**src/abx_defines.svh**
```systemverilog
`ifndef ABX_DEFINES_SVH
`define ABX_DEFINES_SVH
`define ABX_OFF_ACC 32'h0000_0000
`define ABX_OFF_STATUS 32'h0000_0004
`define ABX_OFF_CTRL 32'h0000_0008
`define ABX_OFF_EXEC 32'h0000_000c
`define ABX_ST_C 0
`define ABX_ST_DC 1
`define ABX_ST_Z 2
`define ABX_CTRL_RUN 0
`define ABX_EXEC_SKIP 0
`define ABX_EXEC_BUSY 1
`define ABX_EXEC_CNT_LSB 16
`define ABX_EXEC_CNT_MSB 31
`define ABX_CTRL_RST 1'b0
`define ABX_ACC_RST 8'h00
`define ABX_CNT_RST 16'h0000
`endif

```
**src/abx_pkg.sv**
```systemverilog
package abx_pkg;
  typedef enum logic [3:0] {
    ABX_NOP,
    ABX_ADD_LITERAL_TO_ACC,
    ABX_ADD_ACC_AND_FILE,
    ABX_AND_LITERAL_WITH_ACC,
    ABX_AND_ACC_WITH_FILE,
    ABX_FILE_BIT_CLEAR,
    ABX_FILE_BIT_SET,
    ABX_TEST_BIT_SKIP_IF_ONE,
    ABX_TEST_BIT_SKIP_IF_ZERO
  } abx_op_t;
  typedef enum logic [1:0] {
    ABX_Q1,
    ABX_Q2,
    ABX_Q3,
    ABX_Q4
  } abx_phase_t;
endpackage

```
**src/abx_execute.sv**
```systemverilog
// Implementation choices: the register offsets and the APB interface to the registers.
`timescale 1ns/100ps
`include "abx_defines.svh"
module abx_execute (
  input wire logic ref_clk,
  input wire logic rst,
  input wire logic psel,
  input wire logic penable,
  input wire logic pwrite,
  input wire logic [31:0] paddr,
  input wire logic [31:0] pwdata,
  output logic [31:0] prdata,
  output logic pready,
  output logic pslverr,
  input wire logic instr_valid,
  output logic instr_ready,
  input abx_pkg::abx_op_t instr_op,
  input wire logic [7:0] instr_lit,
  input wire logic [6:0] instr_faddr,
  input wire logic [2:0] instr_bit,
  input wire logic instr_dest,
  output logic [6:0] file_addr,
  input wire logic [7:0] file_rd_data,
  input wire logic port_hit,
  input wire logic [7:0] port_pins,
  output logic file_we,
  output logic [7:0] file_wr_data,
  output logic [7:0] acc,
  output logic carry_flag,
  output logic digit_carry_flag,
  output logic zero_flag,
  output logic skip_nop
);
  // instruction cycle phases
  abx_pkg::abx_phase_t phase_q, phase_d;
  // latched instruction
  abx_pkg::abx_op_t op_q, op_d;
  logic [7:0] lit_q, lit_d;
  logic [6:0] faddr_q, faddr_d;
  logic [2:0] bit_q, bit_d;
  logic dest_q, dest_d;
  logic busy_q, busy_d;
  // execute results
  logic [7:0] acc_q, acc_d;
  logic c_q, c_d;
  logic dc_q, dc_d;
  logic z_q, z_d;
  logic skip_q, skip_d;
  logic we_q, we_d;
  logic [7:0] wdata_q, wdata_d;
  logic nop_q, nop_d;
  logic run_q, run_d;
  logic [15:0] cnt_q, cnt_d;
  logic [31:0] prdata_q, prdata_d;
  logic err_q, err_d;
  // combinational datapath
  logic [7:0] opnd;
  logic [7:0] src;
  logic [8:0] sum;
  logic [4:0] nib;
  logic [7:0] and_res;
  logic [7:0] bit_clr;
  logic [7:0] bit_set;
  logic tested;
  logic take;
  logic apb_wr;
  logic apb_rd;

  assign take = instr_valid && instr_ready;
  assign instr_ready = run_q && (phase_q == abx_pkg::ABX_Q1);
  assign apb_wr = psel && penable && pwrite;
  assign apb_rd = psel && !penable && !pwrite;
  // pins, not the output latch, feed port read-modify-write
  assign opnd = port_hit ? port_pins : file_rd_data;
  assign src = (op_q == abx_pkg::ABX_ADD_LITERAL_TO_ACC ||
                op_q == abx_pkg::ABX_AND_LITERAL_WITH_ACC) ? lit_q : opnd;
  assign sum = {1'b0, acc_q} + {1'b0, src};
  assign nib = {1'b0, acc_q[3:0]} + {1'b0, src[3:0]};
  assign and_res = acc_q & src;
  assign tested = opnd[bit_q];

  genvar gi;
  generate
    for (gi = 0; gi < 8; gi = gi + 1)
    begin : g_bit
      // full byte rewritten, only the selected bit differs
      assign bit_clr[gi] = (bit_q == 3'(gi)) ? 1'b0 : opnd[gi];
      assign bit_set[gi] = (bit_q == 3'(gi)) ? 1'b1 : opnd[gi];
    end
  endgenerate

  // phase sequencer and instruction latch
  always_comb
  begin
    phase_d = phase_q;
    op_d = op_q;
    lit_d = lit_q;
    faddr_d = faddr_q;
    bit_d = bit_q;
    dest_d = dest_q;
    busy_d = busy_q;
    nop_d = 1'b0;
    case (phase_q)
      abx_pkg::ABX_Q1: phase_d = abx_pkg::ABX_Q2;
      abx_pkg::ABX_Q2: phase_d = abx_pkg::ABX_Q3;
      abx_pkg::ABX_Q3: phase_d = abx_pkg::ABX_Q4;
      abx_pkg::ABX_Q4: phase_d = abx_pkg::ABX_Q1;
      default: phase_d = abx_pkg::ABX_Q1;
    endcase
    if (phase_q == abx_pkg::ABX_Q4)
    begin
      busy_d = 1'b0;
    end
    if (take)
    begin
      busy_d = 1'b1;
      // a pending skip turns this fetch into a no-operation
      op_d = skip_q ? abx_pkg::ABX_NOP : instr_op;
      nop_d = skip_q;
      lit_d = instr_lit;
      faddr_d = instr_faddr;
      bit_d = instr_bit;
      dest_d = instr_dest;
    end
  end

  always_ff @(posedge ref_clk)
  begin
    if (rst)
    begin
      phase_q <= abx_pkg::ABX_Q1;
      op_q <= abx_pkg::ABX_NOP;
      lit_q <= `ABX_ACC_RST;
      faddr_q <= 7'h00;
      bit_q <= 3'h0;
      dest_q <= 1'b0;
      busy_q <= 1'b0;
      nop_q <= 1'b0;
    end
    else
    begin
      phase_q <= phase_d;
      op_q <= op_d;
      lit_q <= lit_d;
      faddr_q <= faddr_d;
      bit_q <= bit_d;
      dest_q <= dest_d;
      busy_q <= busy_d;
      nop_q <= nop_d;
    end
  end

  // execute at the end of Q3, results visible in Q4
  always_comb
  begin
    acc_d = acc_q;
    c_d = c_q;
    dc_d = dc_q;
    z_d = z_q;
    skip_d = skip_q;
    we_d = 1'b0;
    wdata_d = wdata_q;
    cnt_d = cnt_q;
    if (take)
    begin
      skip_d = 1'b0;
    end
    if (busy_q && phase_q == abx_pkg::ABX_Q3)
    begin
      cnt_d = cnt_q + 16'h0001;
      case (op_q)
        abx_pkg::ABX_ADD_LITERAL_TO_ACC:
        begin
          acc_d = sum[7:0];
          c_d = sum[8];
          dc_d = nib[4];
          z_d = (sum[7:0] == 8'h00);
        end
        abx_pkg::ABX_ADD_ACC_AND_FILE:
        begin
          c_d = sum[8];
          dc_d = nib[4];
          z_d = (sum[7:0] == 8'h00);
          if (dest_q)
          begin
            we_d = 1'b1;
            wdata_d = sum[7:0];
          end
          else
          begin
            acc_d = sum[7:0];
          end
        end
        abx_pkg::ABX_AND_LITERAL_WITH_ACC:
        begin
          acc_d = and_res;
          z_d = (and_res == 8'h00);
        end
        abx_pkg::ABX_AND_ACC_WITH_FILE:
        begin
          z_d = (and_res == 8'h00);
          if (dest_q)
          begin
            we_d = 1'b1;
            wdata_d = and_res;
          end
          else
          begin
            acc_d = and_res;
          end
        end
        abx_pkg::ABX_FILE_BIT_CLEAR:
        begin
          we_d = 1'b1;
          wdata_d = bit_clr;
        end
        abx_pkg::ABX_FILE_BIT_SET:
        begin
          we_d = 1'b1;
          wdata_d = bit_set;
        end
        abx_pkg::ABX_TEST_BIT_SKIP_IF_ONE: skip_d = tested;
        abx_pkg::ABX_TEST_BIT_SKIP_IF_ZERO: skip_d = !tested;
        default: skip_d = skip_q;
      endcase
    end
    else if (apb_wr && paddr == `ABX_OFF_ACC)
    begin
      // software access loses to an executing instruction
      acc_d = pwdata[7:0];
    end
    else if (apb_wr && paddr == `ABX_OFF_STATUS)
    begin
      c_d = pwdata[`ABX_ST_C];
      dc_d = pwdata[`ABX_ST_DC];
      z_d = pwdata[`ABX_ST_Z];
    end
  end

  always_ff @(posedge ref_clk)
  begin
    if (rst)
    begin
      acc_q <= `ABX_ACC_RST;
      c_q <= 1'b0;
      dc_q <= 1'b0;
      z_q <= 1'b0;
      skip_q <= 1'b0;
      we_q <= 1'b0;
      wdata_q <= `ABX_ACC_RST;
      cnt_q <= `ABX_CNT_RST;
    end
    else
    begin
      acc_q <= acc_d;
      c_q <= c_d;
      dc_q <= dc_d;
      z_q <= z_d;
      skip_q <= skip_d;
      we_q <= we_d;
      wdata_q <= wdata_d;
      cnt_q <= cnt_d;
    end
  end

  // apb slave, zero wait states, read data captured in setup
  always_comb
  begin
    run_d = run_q;
    prdata_d = prdata_q;
    err_d = 1'b0;
    if (apb_wr && paddr == `ABX_OFF_CTRL)
    begin
      run_d = pwdata[`ABX_CTRL_RUN];
    end
    if (psel && !penable)
    begin
      prdata_d = 32'h0000_0000;
      case (paddr)
        `ABX_OFF_ACC: prdata_d[7:0] = acc_d;
        `ABX_OFF_STATUS:
        begin
          prdata_d[`ABX_ST_C] = c_d;
          prdata_d[`ABX_ST_DC] = dc_d;
          prdata_d[`ABX_ST_Z] = z_d;
        end
        `ABX_OFF_CTRL: prdata_d[`ABX_CTRL_RUN] = run_q;
        `ABX_OFF_EXEC:
        begin
          prdata_d[`ABX_EXEC_SKIP] = skip_d;
          prdata_d[`ABX_EXEC_BUSY] = busy_d;
          prdata_d[`ABX_EXEC_CNT_MSB:`ABX_EXEC_CNT_LSB] = cnt_d;
        end
        default: err_d = 1'b1;
      endcase
      if (!apb_rd)
      begin
        prdata_d = 32'h0000_0000;
      end
    end
    else if (psel && penable)
    begin
      err_d = err_q;
    end
  end

  always_ff @(posedge ref_clk)
  begin
    if (rst)
    begin
      run_q <= `ABX_CTRL_RST;
      prdata_q <= 32'h0000_0000;
      err_q <= 1'b0;
    end
    else
    begin
      run_q <= run_d;
      prdata_q <= prdata_d;
      err_q <= err_d;
    end
  end

  assign prdata = prdata_q;
  assign pready = 1'b1;
  assign pslverr = err_q && psel && penable;
  assign file_addr = faddr_q;
  assign file_we = we_q;
  assign file_wr_data = wdata_q;
  assign acc = acc_q;
  assign carry_flag = c_q;
  assign digit_carry_flag = dc_q;
  assign zero_flag = z_q;
  assign skip_nop = nop_q;
endmodule

```
**config.mk**
```make
export PLATFORM = sky130hd
export DESIGN_NAME = abx_execute
export DESIGN_NICKNAME = d
export VERILOG_FILES = /design/src/abx_pkg.sv /design/src/abx_execute.sv
export VERILOG_INCLUDE_DIRS = /design/src
export SDC_FILE = /design/constraint.sdc
export NUM_CORES = 1
export LEC_CHECK = 0
export BUFFER_PORTS_ARGS = -buffer_cell sky130_fd_sc_hd__buf_4
export CAP_MARGIN = 20
export CELL_PAD_IN_SITES_DETAIL_PLACEMENT = 1
export CELL_PAD_IN_SITES_GLOBAL_PLACEMENT = 1
export CORE_AREA = 2 2 121 123
export DETAILED_ROUTE_END_ITERATION = 12
export DIE_AREA = 0 0 123 125
export PLACE_DENSITY_LB_ADDON = 0.1
export SETUP_SLACK_MARGIN = 0.05
export SYNTH_ARGS = -nofsm -noshare
export SYNTH_HDL_FRONTEND = slang
export SYNTH_SLANG_ARGS = --single-unit
```
**constraint.sdc**
```tcl
create_clock -name ref_clk -period 4.76 [get_ports ref_clk]
set_input_delay 0.476 -clock ref_clk [delete_from_list [all_inputs] [get_ports ref_clk]]
set_output_delay 0.476 -clock ref_clk [all_outputs]
set_load 0.05 [all_outputs]
```
**Yosys cells after proc, flatten, opt, wreduce, memory -nomap -nowiden**

Index checks and enable logic that the tools add are counted.

- Flip-flop bits (word level): 98
- Bits of input ports: 110
- Output and inout port bits: 63
- Logic and storage cells: 140

- Add/sub/neg operators: 3
- Order comparisons: 1
- Eq/ne operators: 24
- Mux-type cells: 59
- Bitwise gates (word level): 3
- Reductions and logical operators: 31

Operators by type and width:

| operator | number |
|---|---|
| 32-bit by 4-bit equality test with 1-bit output, second input constant | 2 |
| 8-bit two-way mux | 8 |
| 8-bit one-hot mux with 4 select lines | 2 |
| 1-bit two-way mux | 36 |
| 32-bit by 3-bit equality test with 1-bit output, second input constant | 1 |
| 32-bit logical NOT | 1 |
| 16-bit two-way mux | 2 |
| 32-bit two-way mux | 1 |
| 16-bit by 1-bit adder with 16-bit output, second input constant | 1 |
| 4-bit by 3-bit equality test with 1-bit output, second input constant | 4 |
| 8-bit logical NOT | 2 |
| 3-bit equality test, second input constant | 4 |
| 1-bit logical AND | 12 |
| 2-bit OR reduction | 6 |
| 8-bit by 8-bit adder with 9-bit output | 1 |
| 8-bit bitwise AND | 1 |
| 4-bit by 2-bit equality test with 1-bit output, second input constant | 2 |
| 2-bit one-hot mux with 4 select lines | 1 |
| 3-bit by 2-bit equality test with 1-bit output, second input constant | 2 |
| 2-bit != test, second input constant | 3 |
| 1-bit one-hot mux with 2 select lines | 3 |
| 1-bit one-hot mux with 3 select lines | 2 |
| 6-bit OR reduction | 1 |
| 4-bit by 4-bit adder with 5-bit output | 1 |
| other kinds (18) | 22 |

**Logic depth before layout (Yosys ltp)**

- Depth in word-level cells: 9
- Gate-level depth with buffers: 14
- Gate-level depth less buffers: 12

**Worst setup path before layout**

No wires, ideal clock.

- Path kind: flip-flop to flip-flop
- From: register op_q[0]
- To: register prdata_q[2] (netlist: prdata[2])
- Setup time: 0.082 ns
- Arrival time: 3.597 ns
- Required time: 4.678 ns
- Path slack: 1.080 ns
- Stages on the path, launching flop included: 15
- Path through: dfxtp_1 > clkbuf_1 > clkbuf_8 > clkbuf_1 > nand2_1 > clkbuf_1 > a21oi_1 > ha_1 > fa_1 > a211oi_1 > o21bai_1 > a221o_1 > o31a_1 > a221o_1 > o221ai_1

- Cells in the longest elaborated chain, start to end: 9
- Elaborated cells between the ends (all ways): 20
- Classes of those cells: add/sub: 1; eq/ne: 4; mux: 9; bitwise: 1; reduce/logical: 5

Ends and longest elaborated chain:

| element | RTL line | RTL |
|---|---|---|
| from (decl) | abx_execute.sv:37 | `abx_pkg::abx_op_t op_q, op_d;` |
| from (signal assigned) | abx_execute.sv:132 | `op_q <= abx_pkg::ABX_NOP;` |
| from (signal assigned) | abx_execute.sv:143 | `op_q <= op_d;` |
| 4-bit by 1-bit equality test with 1-bit output / 4-bit by 2-bit equality test with 1-bit output (equally long branches) | abx_execute.sv:75, abx_execute.sv:171, abx_execute.sv:76 |  |
| 1-bit logical OR | abx_execute.sv:75 | `assign src = (op_q == abx_pkg::ABX_ADD_LITERAL_TO_ACC \|\|` |
| 8-bit two-way mux | abx_execute.sv:76 | `op_q == abx_pkg::ABX_AND_LITERAL_WITH_ACC) ? lit_q : opnd;` |
| 8-bit by 8-bit adder with 9-bit output / 8-bit bitwise AND (equally long branches) | abx_execute.sv:77, abx_execute.sv:79 |  |
| 8-bit logical NOT (tied with other cells) | abx_execute.sv:177, abx_execute.sv:183 |  |
| 1-bit one-hot mux with 2 select lines / 8-bit one-hot mux with 4 select lines (equally long branches) | abx_execute.sv:171 | `case (op_q)` |
| 1-bit two-way mux / 8-bit two-way mux (equally long branches) | abx_execute.sv:168 | `if (busy_q && phase_q == abx_pkg::ABX_Q3)` |
| 1-bit one-hot mux with 2 select lines * | abx_execute.sv:279 | `case (paddr)` |
| 32-bit two-way mux * | abx_execute.sv:296 | `if (!apb_rd)` |
| to (signal assigned) | abx_execute.sv:318 | `prdata_q <= prdata_d;` |
| to (decl) | abx_execute.sv:54 | `logic [31:0] prdata_q, prdata_d;` |

Mark *: on every way between the ends. The rest lies on a longest branch, timed or not.
A chain may end at the register's enable or synchronous reset.

**Worst setup path after layout**

- From: register op_q[2]
- To: register prdata_q[2] (netlist: prdata[2])

Same word-level chain as after synthesis.

==> summary.md <==
| Metric | Value |
|---|---|
| F_max | ~250 MHz |
| Layout Skew | around 0.012 ns |
| Die Y-Extent | between 100 and 150 um |
| Antenna violations before repair | 0 |
| Met1 Usage GRT | 0.294 |
| DR WL/cell | ~18 um |
| Busiest grt layer | met2 |
| NumNets Final | between 800 and 900 |
| Pint | 1.22 mW |
| Post-Syn Instances | 615 |
| YS warnings | 0 |
| Setup_tns | 0 ns |
| Largest net degree at the start of global routing | a little over 70 |
| Core Rows | 44 |
| Clock slew at reported path FFs | 0.08 ns |
| Vias per inst | 5.43 |
| Setup WS pre-CTS | about 0.75 ns |
| Worst Hold Slack | approximately 0.35 ns |
| Final setup margin | roughly 0.7 ns |
| Comb power frac | 0.106 |
| Post-DP Area | 6160 um2 |
| Startpoint types | flip-flop |
| Switch share | 0.266 |
| Number of global-route vias before repair | slightly below 5000 |
| CP max FO | 16 |
| Worst skew pair latency | 0.36 ns |
| Actual slew at the worst max-slew pin | a little under 0.9 ns |
| Antenna cell count | 0 |
| Hold Path Class | in -> reg |
| Final period util | 0.852 |
| Sequential element share of the synthesized area | 0.350 |
| Area Overhead vs Synth | 25.2% |
| PortBufs | around 140 |
| Clk sinks | 90 |
| H-tree lvl count | 3 |
| Root Buffer | clkbuf_16 |
| Global-route wire length before repair | 25.9 mm |
| Fin crit period | between 4 and 5 ns |
| WS Path Type | reg -> reg |
| Met3 GRT Util | 0.0401 |
| Worst path arrival time | ~4.3 ns |
| Final setup fails | 0 |
| I/O pin count | 173 |
| First-pass DRT Iterations | 4 |
| Die ar. | roughly 15000 um2 |
| Cell Pwr Density | 257 nW/um2 |
| Main flop type after synthesis | dfxtp_1 |
| Netlist Area Pre-Place | just over 5000 um2 |
| Post-DP HPWL | about 12 mm |
| Starting density of the core | 0.362 |
| Worst vdd ir | about 160 uV |
| Hold Fails Final Rpt | 0 |
| DR vias | just under 5000 |
| Register bit total from synthesis | 90 |
| Width of the chip | 123 um |
| Clock power share | 0.435 |
| Global placement routability congestion | roughly 0.84 |
| Status | finished clean |
| Worst path required time | ~5.0 ns |
| Number of max-cap violations | 0 |
| Post-CTS Setup Inserts | 0 |
| Max_slew headroom | 0.402 |
| DRC | 0 |
| Layout fillers | 1731 |
| Overflow after GRT | 0 |
| Leak pwr | around 2.7 nW |
| Post-CTS sizing | 0 |
| Clk buf depth | 2 |
| Async SR Flop Fraction | 0 |
| All-layer global routing usage | 0.213 |
| RSZ-0062 raised after global routing | false |
| Slew Viols, Final | 0 |
| Layout cell share with drive strength beyond 1 | 0.230 |
| Post-synth EDFFs | 0 |
| Final Cell Area | approximately 6400 um2 |
| Syn_area_per_cell | between 8 and 9 um2 |
| CTS Buf Count | 9 |
| Post-synth cell types | slightly below 70 |
| Core area | roughly 14000 um2 |
| Seq pwr share | 0.460 |
| # hold bufs at CTS | 0 |
| Routed Antenna Nets | 0 |
| CP endpoint kind | flip-flop |
| Met2 usage | 0.334 |
| CTS tree | done |
| Final wirelength | about 16 mm |
| DRT iter0 DRCs | 282 |
| Total power | about 1.7 mW |
| Sw power | around 0.44 mW |
[worst max-delay path, cell delays in order (launching register included)]
cell      delay, ns
dfxtp_1        0.46
nor2_1         0.41
nand2_1        0.10
buf_4          0.20
nor2_1         0.10
a21oi_1        0.08
ha_1           0.27
fa_1           0.45
a211oi_1       0.56
o21bai_1       0.22
a221o_1        0.39
o31a_1         0.29
a221o_1        0.30
o221ai_1       0.14
[path summary, 6_finish.rpt]
| check | from | end | slack [ns] | cells past startpoint |
|---|---|---|---|---|
| hold reg to reg | lit_q[5] | lit_q[5] | 0.45 | 2 |
| setup reg to reg | op_q[2] | prdata[2] | 0.71 | 13 |
| hold / removal | instr_faddr[6] | file_addr[6] | 0.35 | 3 |
| setup / recovery | op_q[2] | prdata[2] | 0.71 | 13 |
[through the flow]
| step | util | instances |
|---|---|---|
| floorplan | - | 622 |
| global placement | 0.433 | 897 |
| detailed placement | 0.433 | 897 |
| CTS | 0.454 | 913 |
| global route | 0.454 | 913 |
| finish | 0.454 | 913 |
[final cells by class]
type | instances | area (um2) | share of cell area
timing repair buffer | 143 | 1070 | 0.166
clock buffer | 10 | 239 | 0.0371
inverter | 9 | 33.8 | 0.00524
clock inverter | 6 | 53.8 | 0.00834
multi-input combinational | 471 | 3020 | 0.468
sequential | 90 | 1800 | 0.279
tap | 184 | 230 | 0.0357
[logic make-up (layout without fill, tap and decap cells)]
| kind of cell | Yosys count | after routing | share of synthesized area |
|---|---|---|---|
| compound gates | 164 | 164 | 0.219 |
| mux | 23 | 23 | 0.0593 |
| fa+ha+maj | 15 | 15 | 0.0379 |
| buf+inv | 61 | 168 | 0.0693 |
| simple gates | 245 | 245 | 0.237 |
| flops | 90 | 90 | 0.350 |
| xor+xnor | 15 | 15 | 0.0255 |
| other cells | 2 | 9 | 0.00146 |
[cell usage after synthesis, types with 10 or more instances]
cell / n / area [um2]
o21ai_0: 12 / 60.1
xor2_1: 11 / 96.3
nor2b_1: 12 / 75.1
mux2i_1: 17 / 170
nor2_1: 62 / 233
ha_1: 14 / 175
nand3_1: 12 / 60.1
nand2_1: 74 / 278
nand3b_1: 12 / 90.1
nor4_1: 10 / 62.6
dfxtp_1: 90 / 1800
clkbuf_1: 26 / 97.6
and3_1: 13 / 81.3
a22o_1: 21 / 184
a21oi_1: 58 / 290
[layer usage]
metal | vias to the layer above | wire length (um)
li1 | 2448 | -
met1 | 2354 | 7700
met2 | 143 | 7230
met3 | 16 | 979
met4 | 0 | 284
met5 | - | 0
[power by group through the flow]
stage | clock [mW] | sequential [mW] | combinational [mW]
finish | 0.721 | 0.762 | 0.175
global route | 0.761 | 0.763 | 0.191
CTS | 0.738 | 0.762 | 0.175
detailed placement | 0 | 0.779 | 0.174
global placement | 0 | 0.779 | 0.170
floorplan | 0 | 0.778 | 0.0973
[cell usage in the layout (no fill, tap or decap), drive strengths merged, types with 3 or more instances in the layout]
cell type  synthesis  layout
and2               3       3
a2111oi            5       5
nor2              62      62
nand3b            12      12
nand2b             4       4
nor2b             12      12
nand3             13      13
clkbuf            31      10
mux2i             17      17
o221ai             5       5
a211oi             8       8
a22o              21      21
a221oi             3       3
o21a               5       5
dfxtp             90      90
o21ai             13      13
xor2              11      11
a21oi             59      59
mux4               5       5
a31oi              5       5
a32oi              4       4
inv                8      13
and3              13      13
nor4              10      10
ha                14      14
or2                3       3
buf               20     143
conb               2       9
or3                6       6
and4               6       6
o31ai              4       4
a221o              5       5
nand4              7       7
nand2             74      74
o211ai             4       4
nor3               8       8
a21o               7       7
a22oi              3       3
nor3b              9       9
xnor2              4       4
[registers in the layout, summed over array words and instances, names as in the netlist, 2 cells and up]
signal and count:
bit_q 3, op_q 4, acc 8, file_wr_data 8
cnt_q 16, file_addr 7, lit_q 8, phase_q 2
prdata 24
(Power assumes the default switching activity.)
